==> src/rtc_pkg.sv <==
// shared constants and state types for the calendar clock control block
package rtc_pkg;

    localparam int CLK_HZ = 40_000_000;
    // busy window and timebase step: 1/256 second
    localparam int TIMEBASE_DEN = 256;
    localparam int TICK_CYCLES = CLK_HZ / TIMEBASE_DEN;
    // 30-second correction completes within 2/256 second
    localparam int ADJ_TIME_NUM = 2;
    localparam int ADJ_MAX_CYCLES = (CLK_HZ * ADJ_TIME_NUM) / TIMEBASE_DEN;
    localparam int PRESC_W = 24;

    // register byte offsets
    localparam logic [7:0] CTL_LOW_OFS = 8'h00;
    localparam logic [7:0] CTL_HIGH_OFS = 8'h04;
    localparam logic [7:0] ALARM_SEC_OFS = 8'h08;
    localparam logic [7:0] ALARM_HM_OFS = 8'h0c;
    localparam logic [7:0] SW_CTL_OFS = 8'h10;
    localparam logic [7:0] SEC_DIV_OFS = 8'h14;
    localparam logic [7:0] HOUR_MIN_OFS = 8'h18;

    // control low byte
    localparam int RUN_BIT = 0;
    localparam int SOFT_RST_BIT = 1;
    localparam int ADJ_BIT = 2;
    localparam int FMT24_BIT = 4;
    localparam int HOLD_BIT = 5;
    localparam int BUSY_BIT = 6;
    // control high byte
    localparam int TRIM_LSB = 0;
    localparam int TRIM_BUSY_BIT = 7;
    // alarm and counter fields
    localparam int SEC_LSB = 8;
    localparam int MIN_LSB = 0;
    localparam int HOUR_LSB = 8;
    localparam int PM_BIT = 14;
    localparam int DIV_LSB = 0;
    // stopwatch fields
    localparam int SW_RUN_BIT = 0;
    localparam int SW_CLR_BIT = 4;
    localparam int SW_HUND_LSB = 8;
    localparam int SW_TENTH_LSB = 12;
    // stopwatch phase step per timebase tick (about 100 steps per 256 ticks)
    localparam logic [8:0] SW_STEP = 9'h064;

    localparam logic [5:0] HOUR_RST = 6'h12;
    localparam logic [1:0] RESP_OKAY = 2'h0;
    localparam logic [1:0] RESP_SLVERR = 2'h2;

    typedef struct packed {
        logic pm;
        logic [5:0] hour;
        logic [6:0] min;
        logic [6:0] sec;
    } time_t;

    typedef struct packed {
        logic aw_ok;
        logic w_ok;
        logic [7:0] aw_addr;
        logic [15:0] w_data;
        logic [1:0] w_strb;
        logic bvalid;
        logic [1:0] bresp;
        logic rvalid;
        logic [1:0] rresp;
        logic [31:0] rdata;
        logic [PRESC_W-1:0] presc;
        logic [PRESC_W-1:0] bcnt;
        logic [7:0] div;
        logic run;
        logic rst_busy;
        logic adj;
        logic adj_run;
        logic adj_done;
        logic f24;
        logic hold;
        logic pend;
        logic busy;
        logic trm_busy;
        logic trm_armed;
        logic [6:0] trim;
        time_t t;
        time_t alm;
        logic sw_run;
        logic sw_eff;
        logic [7:0] sw_acc;
        logic [3:0] sw_hund;
        logic [3:0] sw_tenth;
        logic match;
    } st_t;

endpackage

==> src/rtc_calendar_stopwatch_control.sv <==
// calendar clock counters, control bits and stopwatch behind an axi4-lite slave
//
// The register offsets and the AXI4-Lite interface to the registers were left to the implementer.
`timescale 1ns/1ps

// What this block does
// - hold bit freezes time count-up; clearing resumes at once
// - hold cannot be set while regulation busy; stays 0
// - format bit picks 24h or 12h range; stored hour untouched
// - adjust bit starts 30 s correction, reads 1, self-clears within 2/256 s
// - soft reset clears divider, adjust and hold; reads 1 then clears
// - run bit starts and stops counting, value kept across stops
// - trim write sets regulation busy, clears by itself within 1 s
// - trim reads 0, writes while busy ignored, zero trim corrects nothing
// - second alarm: tens in 14-12, units in 11-8, bcd 0-59
// - alarm pm bit matters in 12h mode only
// - alarm hour bcd 1-12 or 0-23; alarm minute bcd 0-59
// - stopwatch digits are read-only bcd; software reads twice
// - stopwatch clear zeroes count, running keeps counting, reads 0
// - stopwatch run starts/stops at next stopwatch clock, count kept
// - second counter read/write as bcd tens and units, 0-59
// - low byte of second register shows divider stages, reset clears
// - divider bits may tear while running; software reads twice
// - pm bit reads 0 in 24h, ignores 1, clears at next hour step
// - hour bcd 1-12 or 0-23; minute bcd 0-59
// - counter busy for 1/256 s on count-up or corrections
// - 30 s correction: 30-59 clears seconds and adds a minute
// - count-ups missed during hold give exactly one extra second
module rtc_calendar_stopwatch_control
    import rtc_pkg::*;
#(
    parameter int TICK_DIV = TICK_CYCLES
)(
    input logic clk,
    input logic rst,
    input logic [7:0] awaddr,
    input logic [2:0] awprot,
    input logic awvalid,
    output logic awready,
    input logic [31:0] wdata,
    input logic [3:0] wstrb,
    input logic wvalid,
    output logic wready,
    output logic [1:0] bresp,
    output logic bvalid,
    input logic bready,
    input logic [7:0] araddr,
    input logic [2:0] arprot,
    input logic arvalid,
    output logic arready,
    output logic [31:0] rdata,
    output logic [1:0] rresp,
    output logic rvalid,
    input logic rready,
    output logic alarm_match,
    output logic adjust_done
);

    localparam logic [PRESC_W-1:0] TICK_LAST = PRESC_W'(TICK_DIV - 1);

    st_t q, d;
    logic tick;
    logic sec_evt;
    logic wr_go;
    logic ar_hs;
    logic [15:0] m;
    logic [8:0] acc;

    // ----------------------------------------------------------------
    // bcd arithmetic
    // ----------------------------------------------------------------
    function automatic logic [7:0] bcd_inc(input logic [7:0] v);
        return (v[3:0] >= 4'h9) ? {v[7:4] + 4'h1, 4'h0} : {v[7:4], v[3:0] + 4'h1};
    endfunction

    function automatic logic bcd_bad(input logic [7:0] v, input logic [7:0] top);
        return (v[3:0] > 4'h9) || (v > top);
    endfunction

    // one second step with carries; out-of-range values restart the field
    function automatic time_t step_sec(input time_t t, input logic f24);
        time_t r;
        logic [7:0] h;
        logic [7:0] hn;
        logic [7:0] mn;
        logic [7:0] sn;
        r = t;
        h = {2'h0, t.hour};
        hn = bcd_inc(h);
        mn = bcd_inc({1'b0, t.min});
        sn = bcd_inc({1'b0, t.sec});
        if (t.sec == 7'h59 || bcd_bad({1'b0, t.sec}, 8'h59))
        begin
            r.sec = 7'h00;
            if (t.min == 7'h59 || bcd_bad({1'b0, t.min}, 8'h59))
            begin
                r.min = 7'h00;
                if (f24)
                begin
                    r.pm = 1'b0;
                    r.hour = (h >= 8'h23 || bcd_bad(h, 8'h23)) ? 6'h00 : hn[5:0];
                end
                else if (h == 8'h12 || h == 8'h00 || bcd_bad(h, 8'h12))
                    r.hour = 6'h01;
                else
                begin
                    r.hour = hn[5:0];
                    if (h == 8'h11)
                        r.pm = ~t.pm;
                end
            end
            else
                r.min = mn[6:0];
        end
        else
            r.sec = sn[6:0];
        return r;
    endfunction

    function automatic logic [15:0] lane_mask(input logic [1:0] s);
        return {{8{s[1]}}, {8{s[0]}}};
    endfunction

    function automatic logic addr_ok(input logic [7:0] a);
        return a == CTL_LOW_OFS || a == CTL_HIGH_OFS || a == ALARM_SEC_OFS
            || a == ALARM_HM_OFS || a == SW_CTL_OFS || a == SEC_DIV_OFS || a == HOUR_MIN_OFS;
    endfunction

    // ----------------------------------------------------------------
    // bus handshakes
    // ----------------------------------------------------------------
    assign awready = !q.aw_ok && !q.bvalid;
    assign wready = !q.w_ok && !q.bvalid;
    assign arready = !q.rvalid;
    assign ar_hs = arvalid && arready;
    assign wr_go = q.aw_ok && q.w_ok && !q.bvalid;
    assign bvalid = q.bvalid;
    assign bresp = q.bresp;
    assign rvalid = q.rvalid;
    assign rresp = q.rresp;
    assign rdata = q.rdata;
    assign alarm_match = q.match;
    assign adjust_done = q.adj_done;
    assign m = lane_mask(q.w_strb);
    assign tick = q.presc == TICK_LAST;
    assign sec_evt = tick && q.run && q.div == 8'hff;
    assign acc = {1'b0, q.sw_acc} + SW_STEP;

    always_comb
    begin
        d = q;
        d.rst_busy = 1'b0;
        d.adj_done = 1'b0;

        // ----------------------------------------------------------------
        // timebase, divider and busy window
        // ----------------------------------------------------------------
        d.presc = tick ? '0 : q.presc + 1'b1;
        if (q.busy)
        begin
            d.bcnt = q.bcnt + 1'b1;
            if (q.bcnt == TICK_LAST)
                d.busy = 1'b0;
        end
        if (tick && q.run)
            d.div = (q.div == 8'hff) ? {q.trim[6], q.trim} : q.div + 8'h01;
        // busy spans a full timebase step so software can always see it
        if (tick && q.trm_busy)
        begin
            d.trm_armed = 1'b1;
            if (q.trm_armed)
            begin
                d.trm_busy = 1'b0;
                d.trm_armed = 1'b0;
            end
        end

        // ----------------------------------------------------------------
        // time count-up, hold and corrections
        // ----------------------------------------------------------------
        if (sec_evt)
        begin
            if (q.hold)
                d.pend = 1'b1;
            else
            begin
                d.t = step_sec(q.t, q.f24);
                d.busy = 1'b1;
                d.bcnt = '0;
            end
        end
        else if (!q.hold && q.pend && q.run)
        begin
            d.t = step_sec(q.t, q.f24);
            d.pend = 1'b0;
            d.busy = 1'b1;
            d.bcnt = '0;
        end
        if (q.adj && !q.adj_run && tick)
        begin
            // forcing 59 makes the step clear seconds and carry a minute
            d.t.sec = 7'h00;
            if (q.t.sec >= 7'h30)
                d.t = step_sec('{pm: q.t.pm, hour: q.t.hour, min: q.t.min, sec: 7'h59},
                    q.f24);
            d.adj_run = 1'b1;
            d.busy = 1'b1;
            d.bcnt = '0;
        end
        else if (q.adj_run && !q.busy)
        begin
            d.adj = 1'b0;
            d.adj_run = 1'b0;
            d.adj_done = 1'b1;
        end

        // ----------------------------------------------------------------
        // stopwatch: run changes only land on a stopwatch clock
        // ----------------------------------------------------------------
        if (tick)
        begin
            d.sw_acc = acc[7:0];
            if (acc[8])
            begin
                d.sw_eff = q.sw_run;
                if (q.sw_eff)
                begin
                    d.sw_hund = (q.sw_hund >= 4'h9) ? 4'h0 : q.sw_hund + 4'h1;
                    if (q.sw_hund >= 4'h9)
                        d.sw_tenth = (q.sw_tenth >= 4'h9) ? 4'h0 : q.sw_tenth + 4'h1;
                end
            end
        end

        // ----------------------------------------------------------------
        // register writes
        // ----------------------------------------------------------------
        if (awvalid && awready)
        begin
            d.aw_ok = 1'b1;
            d.aw_addr = awaddr;
        end
        if (wvalid && wready)
        begin
            d.w_ok = 1'b1;
            d.w_data = wdata[15:0];
            d.w_strb = wstrb[1:0];
        end
        if (q.bvalid && bready)
            d.bvalid = 1'b0;
        if (wr_go)
        begin
            d.aw_ok = 1'b0;
            d.w_ok = 1'b0;
            d.bvalid = 1'b1;
            d.bresp = addr_ok(q.aw_addr) ? RESP_OKAY : RESP_SLVERR;
            unique case (q.aw_addr)
                CTL_LOW_OFS:
                    if (q.w_strb[0])
                    begin
                        d.run = q.w_data[RUN_BIT];
                        d.f24 = q.w_data[FMT24_BIT];
                        d.hold = q.w_data[HOLD_BIT] && !q.trm_busy;
                        if (q.w_data[ADJ_BIT] && !q.adj)
                            d.adj = 1'b1;
                        if (q.w_data[SOFT_RST_BIT])
                        begin
                            d.div = 8'h00;
                            d.adj = 1'b0;
                            d.adj_run = 1'b0;
                            d.hold = 1'b0;
                            d.pend = 1'b0;
                            d.rst_busy = 1'b1;
                        end
                    end
                CTL_HIGH_OFS:
                    if (q.w_strb[0] && !q.trm_busy)
                    begin
                        d.trim = q.w_data[TRIM_LSB +: 7];
                        d.trm_busy = 1'b1;
                        d.trm_armed = 1'b0;
                    end
                ALARM_SEC_OFS:
                    if (q.w_strb[1])
                        d.alm.sec = q.w_data[SEC_LSB +: 7];
                ALARM_HM_OFS:
                begin
                    if (q.w_strb[0])
                        d.alm.min = q.w_data[MIN_LSB +: 7];
                    if (q.w_strb[1])
                    begin
                        d.alm.hour = q.w_data[HOUR_LSB +: 6];
                        d.alm.pm = q.w_data[PM_BIT];
                    end
                end
                SW_CTL_OFS:
                    if (q.w_strb[0])
                    begin
                        d.sw_run = q.w_data[SW_RUN_BIT];
                        if (q.w_data[SW_CLR_BIT])
                        begin
                            d.sw_hund = 4'h0;
                            d.sw_tenth = 4'h0;
                            d.sw_acc = 8'h00;
                        end
                    end
                SEC_DIV_OFS:
                    if (q.w_strb[1])
                        d.t.sec = q.w_data[SEC_LSB +: 7];
                HOUR_MIN_OFS:
                begin
                    if (q.w_strb[0])
                        d.t.min = q.w_data[MIN_LSB +: 7];
                    if (q.w_strb[1])
                    begin
                        d.t.hour = q.w_data[HOUR_LSB +: 6];
                        d.t.pm = q.w_data[PM_BIT] && !q.f24;
                    end
                end
                default: ;
            endcase
        end

        // ----------------------------------------------------------------
        // register reads
        // ----------------------------------------------------------------
        if (q.rvalid && rready)
            d.rvalid = 1'b0;
        if (ar_hs)
        begin
            d.rvalid = 1'b1;
            d.rresp = addr_ok(araddr) ? RESP_OKAY : RESP_SLVERR;
            d.rdata = 32'h0000_0000;
            unique case (araddr)
                CTL_LOW_OFS:
                begin
                    d.rdata[RUN_BIT] = q.run;
                    d.rdata[SOFT_RST_BIT] = q.rst_busy;
                    d.rdata[ADJ_BIT] = q.adj;
                    d.rdata[FMT24_BIT] = q.f24;
                    d.rdata[HOLD_BIT] = q.hold;
                    d.rdata[BUSY_BIT] = q.busy;
                end
                CTL_HIGH_OFS: d.rdata[TRIM_BUSY_BIT] = q.trm_busy;
                ALARM_SEC_OFS: d.rdata[SEC_LSB +: 7] = q.alm.sec;
                ALARM_HM_OFS:
                    d.rdata[15:0] = {1'b0, q.alm.pm, q.alm.hour, 1'b0, q.alm.min};
                SW_CTL_OFS:
                begin
                    d.rdata[SW_TENTH_LSB +: 4] = q.sw_tenth;
                    d.rdata[SW_HUND_LSB +: 4] = q.sw_hund;
                    d.rdata[SW_RUN_BIT] = q.sw_run;
                end
                SEC_DIV_OFS:
                begin
                    d.rdata[SEC_LSB +: 7] = q.t.sec;
                    d.rdata[DIV_LSB +: 8] = q.div;
                end
                HOUR_MIN_OFS:
                    d.rdata[15:0] = {1'b0, q.t.pm && !q.f24, q.t.hour, 1'b0, q.t.min};
                default: ;
            endcase
        end

        // pm compared only in 12h mode
        d.match = q.t.sec == q.alm.sec && q.t.min == q.alm.min && q.t.hour == q.alm.hour
            && (q.f24 || q.t.pm == q.alm.pm);
    end

    always_ff @(posedge clk)
    begin
        if (rst)
        begin
            q <= '0;
            q.t.hour <= HOUR_RST;
        end
        else
            q <= d;
    end

    localparam int BUSY_LEN = TICK_DIV;
    logic [31:0] busy_len, adj_len, trm_len;
    logic wr_time;
    assign wr_time = wr_go && (q.aw_addr == SEC_DIV_OFS || q.aw_addr == HOUR_MIN_OFS);

    always_ff @(posedge clk)
    begin
        if (rst || !q.busy)
            busy_len <= 32'h0;
        else
            busy_len <= busy_len + 32'h1;
        if (rst || !q.adj)
            adj_len <= 32'h0;
        else
            adj_len <= adj_len + 32'h1;
        if (rst || !q.trm_busy)
            trm_len <= 32'h0;
        else
            trm_len <= trm_len + 32'h1;
    end
endmodule

==> config.mk <==
export PLATFORM = sky130hd
export DESIGN_NAME = rtc_calendar_stopwatch_control
export DESIGN_NICKNAME = d
export VERILOG_FILES = /design/src/rtc_pkg.sv /design/src/rtc_calendar_stopwatch_control.sv
export SDC_FILE = /design/constraint.sdc
export NUM_CORES = 1
export LEC_CHECK = 0
export ABC_AREA = 0
export BUFFER_PORTS_ARGS = -buffer_cell sky130_fd_sc_hd__buf_2
export CAP_MARGIN = 20
export CELL_PAD_IN_SITES_DETAIL_PLACEMENT = 1
export CELL_PAD_IN_SITES_GLOBAL_PLACEMENT = 2
export CORE_ASPECT_RATIO = 2
export CORE_MARGIN = 3
export CORE_UTILIZATION = 39
export CTS_BUF_LIST = sky130_fd_sc_hd__clkbuf_8
export CTS_CLUSTER_SIZE = 12
export DETAILED_ROUTE_END_ITERATION = 6
export PLACE_DENSITY_LB_ADDON = 0.2
export SLEW_MARGIN = 25
export SYNTH_ARGS = -nofsm -noshare
export SYNTH_HDL_FRONTEND = slang
export SYNTH_SLANG_ARGS = --single-unit
==> constraint.sdc <==
create_clock -name clk -period 4.35 [get_ports clk]
set_input_delay 0.87 -clock clk [delete_from_list [all_inputs] [get_ports clk]]
set_output_delay 0.87 -clock clk [all_outputs]
set_load 0.02 [all_outputs]
== After elaboration in Yosys (flattened, before gate mapping) ==
Index checks and enable logic that the tools add are counted.
Word-level totals
  word-level logic and storage cells: 248
  memory bits (writable): 0
  output and inout bits: 43
  bits in registers: 184
  ROM bits: 0
  input bits: 65
  latch bits: 0
  memories kept: 0
Operators by class
  div/mod/pow operators: 0
  bitwise logic cells: 4
  multiply operators: 0
  shift operators: 0
  multiplexer cells: 83
  reduce and logical (&&, ||, !) cells: 73
  magnitude comparators: 14
  equal/unequal tests: 23
  $add $sub $neg: 12
Operators by type and width (number)
  2-to-1 mux 21 bit: 5
  2-to-1 mux 7 bit: 14
  2-to-1 mux 24 bit: 4
  2-to-1 mux 16 bit: 5
  2-to-1 mux 52 bit: 1
  adder 24 x 1 -> 24 bit (second input constant): 2
  equality test 24 x 18 -> 1 bit (second input constant): 2
  equality test 8 x 5 -> 1 bit (second input constant): 6
  2-to-1 mux 14 bit: 3
  2-to-1 mux 8 bit: 5
  2-to-1 mux 12 bit: 3
  2-to-1 mux 35 bit: 1
  one-hot mux 7 bit (5 select lines): 1
  equality test 8 x 4 -> 1 bit (second input constant): 4
  logical AND 1 bit: 25
  logical OR 1 bit: 22
  adder 4 x 1 -> 4 bit (second input constant): 5
  >= comparator 4 bit (second input constant): 5
  2-to-1 mux 1 bit: 18
  2-to-1 mux 6 bit: 3
  2-to-1 mux 9 bit: 2
  AND reduction 3 bit: 6
  equality test 8 x 3 -> 1 bit (second input constant): 2
  logical NOT 8 bit: 2
  other kinds (31): 63

== Depth between registers and ports, before layout ==
  word-level depth: 14
  depth in mapped cells: 11
  depth with buffers taken out: 9

== Worst setup path after synthesis ==
No wires, ideal clock.
  path kind: reg-to-reg
  start point: register q[79] (netlist bit)
  end point: register q[58] (netlist bit)
  setup time: 0.074 ns
  data arrival time: 2.420 ns
  path slack: 1.856 ns
  required time: 4.276 ns
  clock period less this slack: 2.494 ns
  cell stages (with the launch flop): 10
  buffers on the path: 1
  path through: dfxtp_1 ha_1 nand3_1 nor2_1 a31o_2 a21boi_2 or2_1 buf_6 or4_1 a31oi_1
Between the ends
  cells in the longest elaborated chain, start to end: 8
Ends and longest elaborated chain
  start: declaration: line rtc_calendar_stopwatch_control.sv:61  | st_t q, d;
  equality test 8 bit (*): line rtc_calendar_stopwatch_control.sv:146  | assign sec_evt = tick && q.run && q.div == 8'hff;
  logical AND 1 bit (*): line rtc_calendar_stopwatch_control.sv:146
  2-to-1 mux 21 bit (*): line rtc_calendar_stopwatch_control.sv:181  | if (sec_evt)
  2-to-1 mux 21 bit: line rtc_calendar_stopwatch_control.sv:203  | if (q.t.sec >= 7'h30)
  2-to-1 mux 21 bit (*): line rtc_calendar_stopwatch_control.sv:199  | if (q.adj && !q.adj_run && tick)
  2-to-1 mux 7 bit: line rtc_calendar_stopwatch_control.sv:314  | if (q.w_strb[1])
  2-to-1 mux 14 bit: line rtc_calendar_stopwatch_control.sv:257  | unique case (q.aw_addr)
  2-to-1 mux 52 bit (*): line rtc_calendar_stopwatch_control.sv:251  | if (wr_go)
Mark *: on every way between the ends. The rest lies on a longest branch, timed or not.
A chain may end at the register's enable or synchronous reset.

== Worst setup path after layout ==
  start point: register q[40] (netlist bit)
  end point: register q[58] (netlist bit)
Between the ends
  cells in the longest elaborated chain, start to end: 11
  elaborated cells between the ends (all ways): 15
  those cells by class: 3 x order compare; 1 x eq/ne; 9 x mux; 2 x reduce/logical
Ends and longest elaborated chain
  > comparator 7 bit or > comparator 4 bit (tied branches): line rtc_calendar_stopwatch_control.sv:77  | return (v[3:0] > 4'h9) || (v > top);
  logical OR 1 bit: line rtc_calendar_stopwatch_control.sv:77
  logical OR 1 bit: line rtc_calendar_stopwatch_control.sv:92  | if (t.sec == 7'h59 || bcd_bad({1'b0, t.sec}, 8'h59))
  2-to-1 mux 14 bit: line rtc_calendar_stopwatch_control.sv:92
  2-to-1 mux 21 bit (on tied branches): line rtc_calendar_stopwatch_control.sv:192, rtc_calendar_stopwatch_control.sv:183
  2-to-1 mux 21 bit: line rtc_calendar_stopwatch_control.sv:181
  2-to-1 mux 21 bit: line rtc_calendar_stopwatch_control.sv:203
  2-to-1 mux 21 bit (*): line rtc_calendar_stopwatch_control.sv:199
  2-to-1 mux 7 bit: line rtc_calendar_stopwatch_control.sv:314
  2-to-1 mux 14 bit: line rtc_calendar_stopwatch_control.sv:257
  2-to-1 mux 52 bit (*): line rtc_calendar_stopwatch_control.sv:251
Marks and branches as above.

==> summary.txt <==
===============================================================================
Worst reg2reg setup slack                                               1.34 ns
Combined global-route utilization of all metal layers                    21.78%
Count of mapped cells out of synthesis                                     1092
Number of cells traversed by the worst register-to-register path             10
Number of storage elements in the synthesis netlist                         179
Clock-pin slew on the worst setup and hold paths                        0.10 ns
Drt via density                                                           5.456
Average cell area after synthesis                                    8.260 um^2
Setup-violating endpoint count in the final report                            0
Yosys warning total                                                           0
RR Endpoint                                                        q[58]$_SDFF_PP1_
Hold Path Sink                                                     q[191]$_SDFFE_PP0P_
Fin Setup TNS                                                              0 ns
Leakage component of the power                                         3.816 nW
I/O pin count                                                               108
TritonCTS clock tree                                                      built
DP Cell Count                                                              1378
Die outline area                                                     25100 um^2
Vias in the first global route                                             8152
Maximum number of pins on one net before global-route repair                 71
Status                                                                completed
Post-cts repair resize count                                                  0
Post-synth top flop                                                     dfxtp_1
Reg-to-reg critical path startpoint                                q[40]$_SDFF_PP0_
DPL Wire Length                                                        20290 um
Core region area                                                     22740 um^2
DIE HEIGHT                                                             221.1 um
Hold WC Path Type                                                  flop to flop
Count of final max-slew check failures                                        0
Number of fillers in the final layout                                      2801
Clock tree root driver cell                                            clkbuf_8
Worst relative slew slack                                                40.11%
Routed WL per cell                                                     18.83 um
Number of rows created at floorplan                                          78
Worst-Margin Slew                                                     0.8961 ns
Initial antenna violation count                                               0
CP Data Required Time                                                   4.77 ns
Routed Antenna Nets                                                           0
Iteration-0 DRC Markers                                                     328
Maximum achievable frequency                                          332.3 MHz
Horizontal extent of the die                                           113.5 um
Starting density of the core                                             39.67%
# Max-Cap Violations                                                          0
Worst skew pair latency                                                 0.49 ns
Count of cells along the worst hold path                                      2
Final-stage net count                                                      1215
Share of post-route cells with drive strength above 1                    11.23%
Min Clock Period, post-route                                           3.009 ns
Post-synthesis async set-or-reset flop share                                 0%
Number of buffers added to fix hold violations after cts                      0
Num Clock Sinks                                                             179
Number of iterations in the first detailed-routing pass                       4
Max Clock Skew                                                       0.01599 ns
H-tree levels                                                                 4
Final GP Congestion                                                      0.8186
Final worst-path cycle share                                             69.18%
Number of buffers inserted to repair setup after CTS                          0
Unrepaired setup endpoints after global routing                              no
Peak supply drop                                                       325.6 uV
Antenna Cells                                                                 0
Count of flip-flops with a built-in enable after synthesis                    0
Area growth from synthesis to final layout                               9.294%
Number of vias in the routed layout                                        7698
Total CTS buffers                                                            17
Crit-path max FO                                                             14
Class of the most critical setup path                              flop to flop
Total of buffers placed on input and output ports                            63
Type of element launching the critical path                                flop
Data arrival, critical path                                             3.43 ns
Register area share after synthesis                                      39.73%
Synthesized area                                                      9020 um^2
Overflow after GRT                                                            0
Crit path capture type                                                     flop
Non-filler instance count after layout                                     1411
Power per cell area                                                329.7 nW/um^2
Final wirelength                                                       26570 um
Global-route wire length before repair                                 42970 um
Count of distinct cell types in the synthesized netlist                      67
Final Hold Viols                                                              0
Min-Delay Startpoint                                               q[191]$_SDFFE_PP0P_
Clock Tree Buf Depth                                                          2
DRC violations left                                                           0
===============================================================================
==> synth_stat cells (18+ instances only) <==
cell type  number  area share (%)
inv_1          25             1.0
xnor2_1        29             2.8
xor2_1         48             4.7
nor2_1        164             6.8
clkbuf_1       43             1.8
mux2i_1        32             3.6
o21ai_0        24             1.3
a21oi_1        75             4.2
buf_4          36             3.0
ha_1           32             4.4
nand3_1        33             1.8
a211oi_1       18             1.5
nand2_1       137             5.7
dfxtp_1       179              40
==> report_power, final <==
| group | leakage (nW) | total (mW) | internal (mW) | switching [mW] |
|---|---|---|---|---|
| Combinational | 2.14 | 0.208 | 0.0650 | 0.143 |
| Sequential | 1.45 | 1.70 | 1.67 | 0.0372 |
| Clock | 0.229 | 1.34 | 0.691 | 0.647 |
| Total | 3.82 | 3.25 | 2.42 | 0.827 |
==> worst max-delay path, cell delays in order, from the launching register on <==
cell       delay (ns)
dfxtp_1          0.52
inv_1            0.13
ha_1             0.24
nor2_1           0.09
a2111oi_0        0.08
nor4_1           0.41
a21boi_2         0.10
buf_4            0.20
or2_1            0.39
or4_1            0.61
a31oi_1          0.18
==> per-layer routing <==
metal | track usage (%) | vias to the layer above | part of all wire, % | wire (um)
met2 | 41.59 | 104 | 56 | 14890
met1 | 22.29 | 3767 | 37 | 9898
met4 | 9.744 | 0 | 4.2 | 1107
met3 | 3.914 | 49 | 2.5 | 673
li1 | - | 3778 | - | -
met5 | 0 | - | 0 | 0
==> state kept, by name (all words and copies together), names as in the netlist <==
register     count
alarm_match      1
rresp            1
m                2
adjust_done      1
bresp            1
bvalid           1
q              155
rdata           16
rvalid           1
==> cell type report <==
| class | instances | area [um^2] | area share (%) |
|---|---|---|---|
| Sequential cell | 179 | 3583 | 36.35 |
| Multi-Input combinational cell | 818 | 4940 | 50.11 |
| Tap cell | 280 | 350.3 | 3.554 |
| Inverter | 25 | 93.84 | 0.9519 |
| Timing Repair Buffer | 77 | 426.7 | 4.328 |
| Clock inverter | 15 | 230.2 | 2.335 |
| Clock buffer | 17 | 234.0 | 2.373 |
==> through the flow <==
step | cell area, um^2 | hold slack, ns | power, mW | util, % | worst slack [ns]
detailed placement | 9375 | 0.4472 | 1.953 | 41.23 | 1.327
CTS | 9839 | 0.4606 | 3.294 | 43.27 | 1.294
global route | 9858 | 0.4838 | 3.391 | 43.35 | 1.088
finish | 9858 | 0.4561 | 3.250 | 43.35 | 1.341
global placement | 9375 | 0.4392 | 1.949 | 41.23 | 1.369
floorplan | 9084 | 0.4308 | 1.885 | - | 1.856
==> placed cells by master, fill, tap and decap left out, types with 16 or more instances in the layout <==
master	count
dfxtp_1	179
nor2_1	164
nand2_1	137
a21oi_1	75
buf_2	62
xor2_1	48
nand3_1	33
mux2i_1	32
ha_1	32
xnor2_1	29
inv_1	26
o21ai_0	24
a211oi_1	18
conb_1	18
clkbuf_8	17
nand4_1	16
nor3_1	16
==> kinds of logic after synthesis <==
kind of cell	after synthesis	synth area share, %
multiplexers	36	4.050
XOR/XNOR	77	7.477
AO/OA/AOI/OAI	186	13.47
adder cells (fa/ha/maj)	32	4.439
buffers and inverters	112	6.298
other	1	0.04157
AND/OR/NAND/NOR	469	24.50
flip-flops	179	39.73
==> how the worst max path moves through the flow <==
stage / from / endpoint / slack [ns] / cells past startpoint
floorplan: q[79]$_SDFF_PP0_ / q[58]$_SDFF_PP1_ / 1.86 / 9
global placement: q[45]$_SDFF_PP0_ / q[58]$_SDFF_PP1_ / 1.37 / 10
detailed placement: q[54]$_SDFF_PP0_ / q[56]$_SDFF_PP0_ / 1.33 / 9
CTS: q[54]$_SDFF_PP0_ / q[56]$_SDFF_PP0_ / 1.29 / 9
global route: q[45]$_SDFF_PP0_ / q[58]$_SDFF_PP1_ / 1.09 / 10
finish: q[40]$_SDFF_PP0_ / q[58]$_SDFF_PP1_ / 1.34 / 10
Power figures use the tool's default switching activity.
